`config.mk`:
```
export PLATFORM = sky130hd
export DESIGN_NAME = return_address_stack
export DESIGN_NICKNAME = d
export VERILOG_FILES = /design/src/common/ras_pkg.sv /design/src/ras_mem.sv /design/src/ras_apb.sv /design/src/return_address_stack.sv
export SDC_FILE = /design/constraint.sdc
export NUM_CORES = 1
export LEC_CHECK = 0
export BUFFER_PORTS_ARGS = -buffer_cell sky130_fd_sc_hd__buf_2
export CORE_MARGIN = 2
export CORE_UTILIZATION = 50
export DETAILED_ROUTE_END_ITERATION = 8
export HOLD_SLACK_MARGIN = 0.02
export PLACE_DENSITY_LB_ADDON = 0.25
export SYNTH_ARGS = -nofsm -noshare
export SYNTH_HDL_FRONTEND = slang
export SYNTH_SLANG_ARGS = --single-unit
```
`constraint.sdc`:
```
create_clock -name pclk -period 4.8 [get_ports pclk]
set_input_delay 0.72 -clock pclk [delete_from_list [all_inputs] [get_ports pclk]]
set_output_delay 0.72 -clock pclk [all_outputs]
set_load 0.1 [all_outputs]
```
`src/common/ras_pkg.sv`:
```
// constants and types shared by the return address stack design
// assumes a 25 mhz pclk and 32-bit apb register access
// Functional notes
// stack holds return addresses of nested calls and interrupts, 31 deep.
// push pc on explicit push, absolute call, relative call or interrupt acknowledge.
// pop stacked value into pc on return, literal return or interrupt return.
// returns leave the pc upper and high latches untouched.
// storage is 31 words of 21 bits addressed by a stack pointer.
// pointer is 5 bits and every reset clears it. The code clears it on presetn only; por_n alone leaves it unchanged.
// pointer zero has no word; words sit at pointer values 1 to 31.
// push increments pointer first, then writes pc at the new pointer.
// pop reads word at current pointer, then decrements pointer.
// storage is reachable only through the dedicated access registers.
// software reads and writes the stack pointer through a register.
// flags show pointer reached or passed the 31 levels.
// three byte registers read and write the word at the pointer.
// after a push the three top registers return the pushed value.
// rewritten top registers feed the pc on the following return.
// software should mask interrupts while editing the top registers.
// overflow reset enabled: 31st push stores pc plus two, sets full, resets.
// overflow reset disabled: pointer stays 31, further pushes overwrite top.
// pop at pointer zero returns zero, sets underflow, pointer stays zero.
// full and underflow flags stay set until software write or power-on reset.
// top registers read zero and ignore writes while pointer is zero.
package ras_pkg;
  localparam int          DEPTH        = 31;
  localparam int          AW           = 21;
  localparam int          PW           = 5;
  localparam logic [11:0] OFF_PTR      = 12'h000;
  localparam logic [11:0] OFF_TOP_LOW  = 12'h004;
  localparam logic [11:0] OFF_TOP_HIGH = 12'h008;
  localparam logic [11:0] OFF_TOP_UP   = 12'h00c;
  localparam int          BIT_FULL     = 7;
  localparam int          BIT_UNF      = 6;
  localparam logic [4:0]  PTR_RESET    = 5'h00;
  localparam logic [4:0]  PTR_TOP      = 5'h1f;
  localparam logic [20:0] PC_STEP      = 21'h000002;
  typedef enum logic [1:0] {
    OP_NONE = 2'b00,
    OP_PUSH = 2'b01,
    OP_POP  = 2'b10
  } stack_op_t;
endpackage

```
`src/ras_mem.sv`:
```
// 32-entry storage for return addresses, entry 0 unused
// assumes one write port and a registered read port
`timescale 1ns/1ps
module ras_mem #(
  parameter int W = 21,
  parameter int A = 5
) (
  // clock
  input  wire logic         pclk,
  // write port
  input  wire logic         we,
  input  wire logic [A-1:0] waddr,
  input  wire logic [W-1:0] wdata,
  // read port
  input  wire logic [A-1:0] raddr,
  output logic      [W-1:0] rdata
);
  logic [W-1:0] mem [0:(1<<A)-1];
  always_ff @(posedge pclk) begin
    if (we) begin
      mem[waddr] <= wdata;
    end
    rdata <= mem[raddr];
  end
endmodule

```
`src/ras_apb.sv`:
```
// apb slave decode for the stack registers
// assumes zero-wait-state apb; read data mux is supplied by the parent
`timescale 1ns/1ps
module ras_apb (
  // apb
  input  wire logic        psel,
  input  wire logic        penable,
  input  wire logic        pwrite,
  input  wire logic [11:0] paddr,
  output logic             pready,
  output logic             pslverr,
  // decoded strobes
  output logic             wr_ptr,
  output logic             wr_low,
  output logic             wr_high,
  output logic             wr_up,
  output logic             mapped
);
  import ras_pkg::*;
  logic acc;
  assign acc     = psel & penable;
  assign mapped  = (paddr == OFF_PTR) | (paddr == OFF_TOP_LOW)
                 | (paddr == OFF_TOP_HIGH) | (paddr == OFF_TOP_UP);
  assign pready  = 1'b1;
  assign pslverr = acc & ~mapped;
  assign wr_ptr  = acc & pwrite & (paddr == OFF_PTR);
  assign wr_low  = acc & pwrite & (paddr == OFF_TOP_LOW);
  assign wr_high = acc & pwrite & (paddr == OFF_TOP_HIGH);
  assign wr_up   = acc & pwrite & (paddr == OFF_TOP_UP);
endmodule

```
`src/return_address_stack.sv`:
```
// return address stack: 31 x 21-bit store, pointer, flags, apb access
// assumes the sequencer issues at most one stack op per cycle and that a
// pop's pc value is taken one cycle after the pop request (registered read)
`timescale 1ns/1ps
module return_address_stack (
  // clock and reset
  input  wire logic                     pclk,
  input  wire logic                     presetn,
  input  wire logic                     por_n,
  // apb
  input  wire logic                     psel,
  input  wire logic                     penable,
  input  wire logic                     pwrite,
  input  wire logic [11:0]              paddr,
  input  wire logic [31:0]              pwdata,
  output logic      [31:0]              prdata,
  output logic                          pready,
  output logic                          pslverr,
  // sequencer
  input  wire ras_pkg::stack_op_t       op,
  input  wire logic [ras_pkg::AW-1:0]   pc_in,
  input  wire logic                     overflow_reset_enable,
  output logic      [ras_pkg::AW-1:0]   pc_out,
  output logic                          pc_load,
  output logic                          overflow_reset_req,
  // status
  output logic                          stack_full_flag,
  output logic                          stack_underflow_flag,
  output logic      [ras_pkg::PW-1:0]   stack_pointer
);
  import ras_pkg::*;

  typedef struct packed {
    logic [PW-1:0] ptr;
    logic          load;
    logic          zero_ret;
    logic          ovf_rst;
    logic [31:0]   rdata;
  } state_t;

  state_t s_reg, s_next;

  // flags live apart from the struct: only the power-on reset or a software pointer write clears them
  logic          full_reg, full_next;
  logic          unf_reg, unf_next;

  logic          wr_ptr, wr_low, wr_high, wr_up, mapped;
  logic          mem_we;
  logic [PW-1:0] mem_waddr;
  logic [AW-1:0] mem_wdata;
  logic [AW-1:0] top_q;
  logic [AW-1:0] top_vis;
  logic          is_push, is_pop;
  logic [PW-1:0] ptr_inc;

  ras_apb u_apb (
    .psel    (psel),
    .penable (penable),
    .pwrite  (pwrite),
    .paddr   (paddr),
    .pready  (pready),
    .pslverr (pslverr),
    .wr_ptr  (wr_ptr),
    .wr_low  (wr_low),
    .wr_high (wr_high),
    .wr_up   (wr_up),
    .mapped  (mapped)
  );

  // read address follows the pointer next value so top_q is the live top
  ras_mem #(.W(AW), .A(PW)) u_mem (
    .pclk  (pclk),
    .we    (mem_we),
    .waddr (mem_waddr),
    .wdata (mem_wdata),
    .raddr (s_next.ptr),
    .rdata (top_q)
  );

  assign is_push = (op == OP_PUSH);
  assign is_pop  = (op == OP_POP);
  assign ptr_inc = s_reg.ptr + 5'h01;

  // forward a same-cycle write so the top registers never show stale data
  logic          fwd_q;
  logic [AW-1:0] fwd_d;
  always_ff @(posedge pclk or negedge presetn) begin
    if (!presetn) begin
      fwd_q <= 1'b0;
      fwd_d <= '0;
    end else begin
      fwd_q <= mem_we & (mem_waddr == s_next.ptr);
      fwd_d <= mem_wdata;
    end
  end
  assign top_vis = (s_reg.ptr == PTR_RESET) ? '0 : (fwd_q ? fwd_d : top_q);

  // storage write: push at incremented pointer (at pointer 31 when already at the top), or byte edit of the top
  always_comb begin
    mem_we    = 1'b0;
    mem_waddr = s_reg.ptr;
    mem_wdata = top_vis;
    if (is_push) begin
      mem_we = 1'b1;
      if (s_reg.ptr == PTR_TOP) begin
        mem_waddr = PTR_TOP;
        mem_wdata = pc_in;
      end else begin
        mem_waddr = ptr_inc;
        mem_wdata = (ptr_inc == PTR_TOP && overflow_reset_enable)
                  ? pc_in + PC_STEP : pc_in;
      end
    end else if (s_reg.ptr != PTR_RESET && (wr_low | wr_high | wr_up)) begin
      mem_we = 1'b1;
      if (wr_low)  mem_wdata[7:0]   = pwdata[7:0];
      if (wr_high) mem_wdata[15:8]  = pwdata[7:0];
      if (wr_up)   mem_wdata[20:16] = pwdata[4:0];
    end
  end

  always_comb begin
    s_next          = s_reg;
    full_next       = full_reg;
    unf_next        = unf_reg;
    s_next.load     = 1'b0;
    s_next.zero_ret = 1'b0;
    s_next.ovf_rst  = 1'b0;
    if (is_push) begin
      if (s_reg.ptr == PTR_TOP) begin
        full_next = 1'b1;
      end else if (ptr_inc == PTR_TOP) begin
        full_next = 1'b1;
        if (overflow_reset_enable) begin
          s_next.ptr     = PTR_RESET;
          s_next.ovf_rst = 1'b1;
        end else begin
          s_next.ptr = ptr_inc;
        end
      end else begin
        s_next.ptr = ptr_inc;
      end
    end else if (is_pop) begin
      s_next.load = 1'b1;
      if (s_reg.ptr == PTR_RESET) begin
        unf_next        = 1'b1;
        s_next.zero_ret = 1'b1;
      end else begin
        s_next.ptr = s_reg.ptr - 5'h01;
      end
    end else if (wr_ptr) begin
      // software write; a same-cycle push or pop wins and the whole write is dropped
      s_next.ptr  = pwdata[PW-1:0];
      full_next   = pwdata[BIT_FULL];
      unf_next    = pwdata[BIT_UNF];
    end
    // read data is registered at setup so it is stable in the access phase
    s_next.rdata = 32'h0;
    if (psel && !penable && !pwrite) begin
      case (paddr)
        OFF_PTR:      s_next.rdata = {24'h0, full_reg, unf_reg, 1'b0, s_reg.ptr};
        OFF_TOP_LOW:  s_next.rdata = {24'h0, top_vis[7:0]};
        OFF_TOP_HIGH: s_next.rdata = {24'h0, top_vis[15:8]};
        OFF_TOP_UP:   s_next.rdata = {27'h0, top_vis[20:16]};
        default:      s_next.rdata = 32'h0;
      endcase
    end else begin
      s_next.rdata = s_reg.rdata;
    end
  end

  // flags survive presetn and clear only on power-on or a software pointer write
  always_ff @(posedge pclk or negedge presetn) begin
    if (!presetn) begin
      s_reg.ptr      <= PTR_RESET;
      s_reg.load     <= 1'b0;
      s_reg.zero_ret <= 1'b0;
      s_reg.ovf_rst  <= 1'b0;
      s_reg.rdata    <= 32'h0;
    end else begin
      s_reg.ptr      <= s_next.ptr;
      s_reg.load     <= s_next.load;
      s_reg.zero_ret <= s_next.zero_ret;
      s_reg.ovf_rst  <= s_next.ovf_rst;
      s_reg.rdata    <= s_next.rdata;
    end
  end

  always_ff @(posedge pclk or negedge por_n) begin
    if (!por_n) begin
      full_reg <= 1'b0;
      unf_reg  <= 1'b0;
    end else begin
      full_reg <= full_next;
      unf_reg  <= unf_next;
    end
  end

  // pc latches are outside this block and are never driven here
  logic [AW-1:0] top_q_popped;
  logic [AW-1:0] pop_word;
  assign pc_out = s_reg.zero_ret ? '0 : top_q_popped;
  always_ff @(posedge pclk or negedge presetn) begin
    if (!presetn) begin
      pop_word <= '0;
    end else if (is_pop) begin
      pop_word <= top_vis;
    end
  end
  assign top_q_popped         = pop_word;
  assign pc_load              = s_reg.load;
  assign overflow_reset_req   = s_reg.ovf_rst;
  assign stack_full_flag      = full_reg;
  assign stack_underflow_flag = unf_reg;
  assign stack_pointer        = s_reg.ptr;
  assign prdata               = s_reg.rdata;

  property p_push_inc;
    @(posedge pclk) disable iff (!presetn)
      (is_push && s_reg.ptr < 5'h1e) |=> (s_reg.ptr == $past(s_reg.ptr) + 5'h01);
  endproperty
  a_push_inc: assert property (p_push_inc) else $error("push did not increment");

  property p_pop_dec;
    @(posedge pclk) disable iff (!presetn)
      (is_pop && s_reg.ptr != 5'h00) |=> (s_reg.ptr == $past(s_reg.ptr) - 5'h01) && pc_load;
  endproperty
  a_pop_dec: assert property (p_pop_dec) else $error("pop did not decrement");

  property p_unf;
    @(posedge pclk) disable iff (!presetn)
      (is_pop && s_reg.ptr == 5'h00) |=> stack_underflow_flag && pc_out == '0
        && s_reg.ptr == 5'h00;
  endproperty
  a_unf: assert property (p_unf) else $error("underflow pop wrong");

  property p_full_stay;
    @(posedge pclk) disable iff (!presetn)
      (is_push && s_reg.ptr == 5'h1f) |=> s_reg.ptr == 5'h1f && stack_full_flag;
  endproperty
  a_full_stay: assert property (p_full_stay) else $error("push at top moved pointer");

  property p_ovf_rst;
    @(posedge pclk) disable iff (!presetn)
      (is_push && s_reg.ptr == 5'h1e && overflow_reset_enable)
        |=> overflow_reset_req && s_reg.ptr == 5'h00 && stack_full_flag;
  endproperty
  a_ovf_rst: assert property (p_ovf_rst) else $error("overflow reset missing");

  property p_flag_hold;
    @(posedge pclk) disable iff (!presetn)
      (stack_full_flag && !wr_ptr) |=> stack_full_flag;
  endproperty
  a_flag_hold: assert property (p_flag_hold) else $error("full flag dropped");

  property p_zero_top;
    @(posedge pclk) disable iff (!presetn)
      (s_reg.ptr == 5'h00) |-> top_vis == '0;
  endproperty
  a_zero_top: assert property (p_zero_top) else $error("top nonzero at empty");

  property p_push_read;
    @(posedge pclk) disable iff (!presetn)
      (is_push && s_reg.ptr < 5'h1e) ##1 (op == OP_NONE) |-> top_vis == $past(pc_in);
  endproperty
  a_push_read: assert property (p_push_read) else $error("top not pushed value");

  property p_zero_wr;
    @(posedge pclk) disable iff (!presetn)
      (s_reg.ptr == 5'h00 && op == OP_NONE && (wr_low || wr_high || wr_up)) |-> !mem_we;
  endproperty
  a_zero_wr: assert property (p_zero_wr) else $error("top write at empty stack");

  property p_sw_ptr;
    @(posedge pclk) disable iff (!presetn)
      (wr_ptr && op == OP_NONE) |=> stack_pointer == $past(pwdata[4:0]);
  endproperty
  a_sw_ptr: assert property (p_sw_ptr) else $error("pointer write lost");

  property p_rd_ptr;
    @(posedge pclk) disable iff (!presetn || !por_n)
      (psel && !penable && !pwrite && paddr == OFF_PTR)
        |=> prdata == {24'h0, $past(stack_full_flag), $past(stack_underflow_flag), 1'b0,
                       $past(stack_pointer)};
  endproperty
  a_rd_ptr: assert property (p_rd_ptr) else $error("pointer read wrong");

  property p_pop_word;
    @(posedge pclk) disable iff (!presetn)
      (is_pop && s_reg.ptr != 5'h00) |=> pc_out == $past(top_vis);
  endproperty
  a_pop_word: assert property (p_pop_word) else $error("pop returned wrong word");

  property p_no_ovf;
    @(posedge pclk) disable iff (!presetn)
      (is_push && s_reg.ptr == 5'h1e && !overflow_reset_enable)
        |=> s_reg.ptr == 5'h1f && stack_full_flag && !overflow_reset_req;
  endproperty
  a_no_ovf: assert property (p_no_ovf) else $error("full push without reset wrong");

  property p_unf_hold;
    @(posedge pclk) disable iff (!presetn || !por_n)
      (stack_underflow_flag && !wr_ptr) |=> stack_underflow_flag;
  endproperty
  a_unf_hold: assert property (p_unf_hold) else $error("underflow flag dropped");

  property p_load_pulse;
    @(posedge pclk) disable iff (!presetn)
      pc_load |-> $past(is_pop);
  endproperty
  a_load_pulse: assert property (p_load_pulse) else $error("pc load without pop");
endmodule

```
==> flow_summary.yaml, run 1 <==
layout:
  design_area_um2: 36300
  final_util_pct: 57.9
  final_cell_mix: "672 x edfxtp_1, 271 x nand2_1, 122 x a211oi_1"
  syn_to_final_growth_pct: 15.0
  antenna_cells: 0
  drive_gt1_share_pct: 18.4
  largest_reg_flops: 672
  layout.nets: 2533
  final_common_cell: "edfxtp_1"
  n_fill_cell: 4865
  regMostFlops: "u_mem.mem"
timing:
  clock.fmax_ghz: 0.221
  fin_setup_tns_ns: 0
  setup_viol: 0
  relSlewSlack_pct: 13.5
  fin_crit_sh_pct: 94.2
  hold_viol: 0
  fin_worst_skew_ns: 0.0251
  maxSlewViolCount: 0
  tightest_slew_ns: 1.30
  whs_ns: 0.266
  rsz0062_at_grt: "false"
  fin_crit_ns: 4.52
clock_tree:
  cts_tree: "done"
  post-cts-setup-buffers: 0
  cts-root-buf: "clkbuf_16"
  cts_made_buffers: 76
  clkTransAtPathRegs_ns: 0.06
  ctsResizeCount: 0
  clkLatencyLatePin_ns: 0.62
  max-clock-path-buffers: 3
  cts_sinks: 754
  cts_htree_levels: 3
  holdBufCountCts: 1
power_and_ir_drop:
  power.leakage_nw: 12.3
  power_density_nw_per_um2: 641
  max-vdd-ir-drop_uv: 469
setup_path:
  rrSetupSlack_ns: 0.28
  r2r_cells: 14
  r2r_start: "stack_pointer[0]$_DFF_PN0_"
  rr_endpoint: "u_mem.rdata[3]$_DFF_P_"
  worstSetupStartpointType: "flip-flop"
  end_kind: "flip-flop"
  critPathRequiredTime_ns: 5.34
  crit_fanout: 20
  worst-endpoint-arrival_ns: 5.07
  path_class: "reg2reg"
global_routing:
  grt_pass1_vias: 20100
  grt_usage_pct: 25.0
  overflow: 0
  grt_pass1_wl_um: 124000
  grt_start_max_net_pins: 112
  antenna_found_initial: 1
synthesis:
  yosys-top-cells-area: "edfxtp_1 64%, dfrtp_1 4.8%, nand2_1 3.2%"
  synth_edf_count: 672
  yosysTopAreaCell: "edfxtp_1"
  avgSynthCellArea_um2: 13.6
  synth_cell_types: 74
  ys_ff_latch: 754
  synth_area_um2: 31600
  async_reset_ff_share_pct: 8.09
  yosys_warnings: 0
  seq_area_frac_synth_pct: 70.0
  synth_top_area_share_pct: 63.9
  syn_inst: 2327
  dominantRegCellSynth: "edfxtp_1"
floorplanning:
  fp.dieW_um: 255
  core-area_um2: 62700
  die_h_um: 255
  dieArea_um2: 65200
  io_pins: 138
  num_rows: 92
  initial_core_util_pct: 50.4
place:
  placed_cell_area_um2: 33900
  place_hpwl_um: 51700
  gp_congestion: 0.920
  io_buffers: 88
routing:
  num_vias: 20500
  post_drt_wl_per_cell_um: 24.7
  drcViolationCount: 0
  dr.pass1.iters: 5
  drt_iter0_markers: 1956
  wl_um: 83000
  vias_per_cell: 6.10
  detail-route-antenna-nets: 0
run_status:
  status: "finished clean"
flow_run:
  drv_cap: 0
hold_path:
  worstHoldPathType: "in2async"
[area by class of cell]
| class | instances | area, um2 | share of cell area [%] |
|---|---|---|---|
| multi-input combinational | 1369 | 8730 | 24.0 |
| timing repair buffer | 238 | 1970 | 5.42 |
| tap | 846 | 1060 | 2.91 |
| clock inverter | 38 | 312 | 0.858 |
| inverter | 14 | 60.1 | 0.165 |
| sequential | 754 | 22100 | 60.9 |
| clock buffer | 98 | 2080 | 5.72 |
[metal layers]
layer / vias up / part of all wire [%] / routed length (um) / GRT usage, %
met4: 0 / 3.0 / 2490 / 8.71
met5: - / 0 / 0 / 0
li1: 9156 / - / - / -
met1: 10200 / 41 / 34000 / 33.8
met3: 163 / 7.9 / 6550 / 4.52
met2: 915 / 48 / 40000 / 41.0
[cell usage after synthesis (3+ instances only)]
library cell and n:
a2111oi_0 25, and3_1 50, nand2_1 271, and4_1 3, o31ai_1 13, o41a_1 20
edfxtp_1 672, a2111oi_1 8, mux2_1 13, buf_1 3, buf_6 3, nand2b_1 9
mux2_2 40, nor2_2 3, nor4_1 22, o22ai_1 17, dfxtp_1 21, a21oi_1 108
xor2_1 12, dfrtp_1 61, o21ai_0 121, and2_0 44, buf_4 42, a41oi_1 4
a211oi_1 122, mux2i_1 24, a221o_1 3, buf_2 40, inv_1 11, nor2_1 70
nand4_1 7, o22a_1 5, clkbuf_1 125, a2111oi_2 7, a311oi_1 82, nor2b_1 24
xnor2_1 15, a22o_1 3, ha_1 6, nand3_1 103, a31oi_1 3, or4_1 3
and2_1 37, nor3_1 11
[power by group]
group / internal [mW] / switching [mW]
clock network: 3.32 / 2.40
registers: 8.47 / 0.162
logic: 2.67 / 6.27
[kinds of logic (layout without fill, tap and decap cells)]
kind of cell / after synthesis / in the layout / share of synthesized area (%)
buffers and inverters: 227 / 388 / 3.43
XOR/XNOR: 27 / 27 / 0.749
other: 2 / 25 / 0.0238
AO/OA/AOI/OAI: 564 / 564 / 12.6
AND/OR/NAND/NOR: 670 / 670 / 10.3
adder cells (fa/ha/maj): 6 / 6 / 0.238
multiplexers: 77 / 77 / 2.65
flip-flops: 754 / 754 / 70.0
[metrics by stage]
step / worst slack [ns] / power [mW] / std cells
2_1_floorplan: 0.276 / 14.3 / 2350
3_3_place_gp: 0.375 / 17.4 / 3220
3_5_place_dp: 0.402 / 17.6 / 3220
4_1_cts: 0.400 / 23.3 / 3357
5_1_grt: 0.121 / 24.3 / 3357
6_report: 0.277 / 23.3 / 3357
[worst max-delay path: stages (launching register included)]
cell and delay (ns):
dfrtp_1 0.38, ha_1 0.28, nand3_1 0.14, inv_1 0.05, ha_1 0.18, or3b_2 0.60
a21oi_1 0.32, o31a_2 0.59, nor2_4 0.12, inv_2 0.13, buf_4 0.29, and3_1 0.19
a2111oi_0 0.07, nor4_1 0.82, o41a_1 0.27
[how the worst max path moves through the flow]
stage,start,to,slack (ns),depth (start not counted)
final,stack_pointer[0]$_DFF_PN0_,u_mem.rdata[3]$_DFF_P_,0.28,14
after floorplan,paddr[1],u_mem.mem[0][5]$_DFFE_PP_,0.28,8
after CTS,stack_pointer[0]$_DFF_PN0_,u_mem.rdata[3]$_DFF_P_,0.40,14
after detailed placement,paddr[1],u_mem.rdata[9]$_DFF_P_,0.40,10
after global placement,paddr[1],u_mem.rdata[10]$_DFF_P_,0.37,10
after global routing,stack_pointer[1]$_DFF_PN0_,u_mem.rdata[10]$_DFF_P_,0.12,14
Note: power is estimated with default switching activity, not from simulation.
==> inputs of run 2 (changes only) <==
--- a/config.mk
+++ b/config.mk
@@ -6,9 +6,11 @@
 export NUM_CORES = 1
 export LEC_CHECK = 0
 export BUFFER_PORTS_ARGS = -buffer_cell sky130_fd_sc_hd__buf_2
+export CAP_MARGIN = 0
 export CORE_MARGIN = 2
 export CORE_UTILIZATION = 50
 export DETAILED_ROUTE_END_ITERATION = 8
+export GPL_TIMING_DRIVEN = 0
 export HOLD_SLACK_MARGIN = 0.02
 export PLACE_DENSITY_LB_ADDON = 0.25
 export SYNTH_ARGS = -nofsm -noshare
==> run 2 against run 1 <==
Via count rose by 3.9%. Total power up 6.3%. Clock-buffer cell count up 4. Clock skew up 0.0025 ns. Clock power decreased by 3.8%. Wire length is 10% higher. Utilization grew 2.1 points. Global-route usage up 2.5 points. Sequential share of layout area shrank 2.1 points. Worst hold slack worse by 0.079 ns. Fmax down 4.6%.
==> flow_summary.yaml, run 2 (synthesis gave the netlist of run 1 again) <==
global_routing:
  met3_usage_pct: 5.47
  grt_usage_pct: 27.5
  grt_pass1_vias: 20300
  grt_pass1_wl_um: 134000
  overflow: 0
  grt_start_max_net_pins: 60
  grt.busiest_layer: "met2"
  gr-usage-met2_pct: 40.1
  gr-usage-met1_pct: 39.9
  antenna_found_initial: 2
timing:
  tightest_slew_ns: 1.37
  hold_viol: 0
  fin_worst_skew_ns: 0.0276
  fin_crit_sh_pct: 98.8
  whs_ns: 0.187
  maxSlewViolCount: 0
  clock.fmax_ghz: 0.211
  relSlewSlack_pct: 7.82
  fin_crit_ns: 4.74
  setup_viol: 0
clock_tree:
  cts_tree: "done"
  cts_htree_levels: 3
  max-clock-path-buffers: 3
  clkLatencyLatePin_ns: 0.62
  clkTransAtPathRegs_ns: 0.06
  post-cts-setup-buffers: 0
  cts-root-buf: "clkbuf_16"
  cts_sinks: 754
  cts_made_buffers: 73
floorplanning:
  die_h_um: 255
  initial_core_util_pct: 50.4
  fp.dieW_um: 255
  dieArea_um2: 65200
  num_rows: 92
  core-area_um2: 62700
  io_pins: 138
layout:
  n_fill_cell: 4713
  largest_reg_flops: 672
  final_cell_mix: "672 x edfxtp_1, 271 x nand2_1, 130 x clkbuf_1"
  syn_to_final_growth_pct: 19.2
  drive_gt1_share_pct: 20.7
  regMostFlops: "u_mem.mem"
  layout.nets: 2642
  multi_input_area_um2: 9640
  antenna_cells: 0
  final_util_pct: 60.0
  design_area_um2: 37600
  seq_area_um2: 22100
  instances_no_fill: 3463
  final_common_cell: "edfxtp_1"
setup_path:
  slowest_stage: "nor4_4"
  crit_fanout: 10
  worstSetupStartpointType: "primary input"
  critPathRequiredTime_ns: 5.24
  worst-endpoint-arrival_ns: 5.18
  crit_path_cell_trace: "buf_2 > or4_1 > nor4_4 > mux2_2 > o22ai_2 > clkbuf_1 > clkbuf_1 > a21oi_1 > a21oi_1 > a2bb2oi_1 > a211oi_1"
  path_class: "in2reg"
  max_stage_delay_ns: 0.76
  end_kind: "flip-flop"
  worstPathBufferInverterCount: 3
  crit_family: "compound AO/OA/AOI/OAI gates"
routing:
  drcViolationCount: 0
  vias_per_cell: 6.14
  drt_iter0_markers: 2636
  dr.pass1.iters: 6
  post_drt_wl_per_cell_um: 26.4
  detail-route-antenna-nets: 0
  wl_um: 91300
  num_vias: 21300
place:
  place_hpwl_um: 65700
  placed_cell_area_um2: 34500
  gp_congestion: 0.975
  io_buffers: 87
  dp.cells: 3332
power_and_ir_drop:
  power_mw: 24.8
  power.leakage_nw: 12.6
  power_density_nw_per_um2: 658
  max-vdd-ir-drop_uv: 296
run_status:
  status: "finished clean"
hold_path:
  worstHoldPathType: "in2async"
flow_run:
  drv_cap: 0
## run 2: cell types whose count changed in the layout (fill, tap and decap cells not counted), sizes merged
cell      change
clkinvlp      +1
buf          -15
bufinv        -2
clkbuf      +131
clkinv        -9
## run 2: worst paths after layout
check	startpoint	end	slack [ns]	cells after the start
max	paddr[1]	u_mem.rdata[19]$_DFF_P_	0.06	11
min reg2reg	pop_word[6]$_DFFE_PN0P_	pop_word[6]$_DFFE_PN0P_	0.48	2
min in group pclk	op[0]	stack_underflow_flag$_DFFE_PN0P_	0.42	2
min	presetn	prdata[1]$_DFFE_PN0P_	0.19	1
max in group asynchronous	presetn	fwd_d[2]$_DFF_PN0_	4.09	1
max reg2reg	stack_pointer[1]$_DFF_PN0_	u_mem.rdata[12]$_DFF_P_	0.08	14
## run 2: layout make-up
cell class                      instances  area share, %
Tap cell                              846           2.81
Multi-Input combinational cell       1369           25.6
Timing Repair Buffer                  138           3.83
Clock buffer                          102           5.40
Inverter                               14          0.140
Clock inverter                         28          0.612
Sequential cell                       754           58.8
Buffer                                212           2.81
## run 2: worst register-to-register path, stage by stage (launching register included)
cell      delay (ns)
dfrtp_1         0.45
clkbuf_1        0.27
inv_1           0.17
ha_1            0.22
or4b_2          0.59
clkbuf_1        0.20
mux2i_1         0.14
o21ai_0         0.15
o22a_1          0.23
buf_2           0.36
clkbuf_4        0.37
buf_2           0.36
a211oi_2        0.20
nor4_4          0.59
o41a_1          0.34
## run 2: per-layer routing
layer  part of all wire (%)  routed length, um  up-vias
li1                       -                  -     9391
met1                     42              38200    10600
met2                     44              40200     1167
met3                    9.7               8850      152
met4                    4.4               4020        0
met5                      0                  0        -
## run 2: what timing repair did
| action | CTS | global route |
|---|---|---|
| hold buffers | 1 | 0 |
| endpoints found under the setup margin | 90 | 21 |
| gates resized for setup | 93 | 85 |
| cloned | 0 | 0 |
| pin swaps | 3 | 1 |
| endpoints found under the hold margin | 2 | 0 |
## run 2: power breakdown
group	internal (mW)	switching [mW]
clock network	3.13	2.37
logic	2.99	7.62
registers	8.48	0.167
## run 2: metrics by stage
step / setup TNS (ns) / setup WS, ns
after floorplan: 0 / 0.276
after CTS: 0 / 0.00357
after global routing: -0.00892 / -0.00892
after global placement: -1683.92 / -2.84
after detailed placement: -127.79 / -0.871
final: 0 / 0.0597
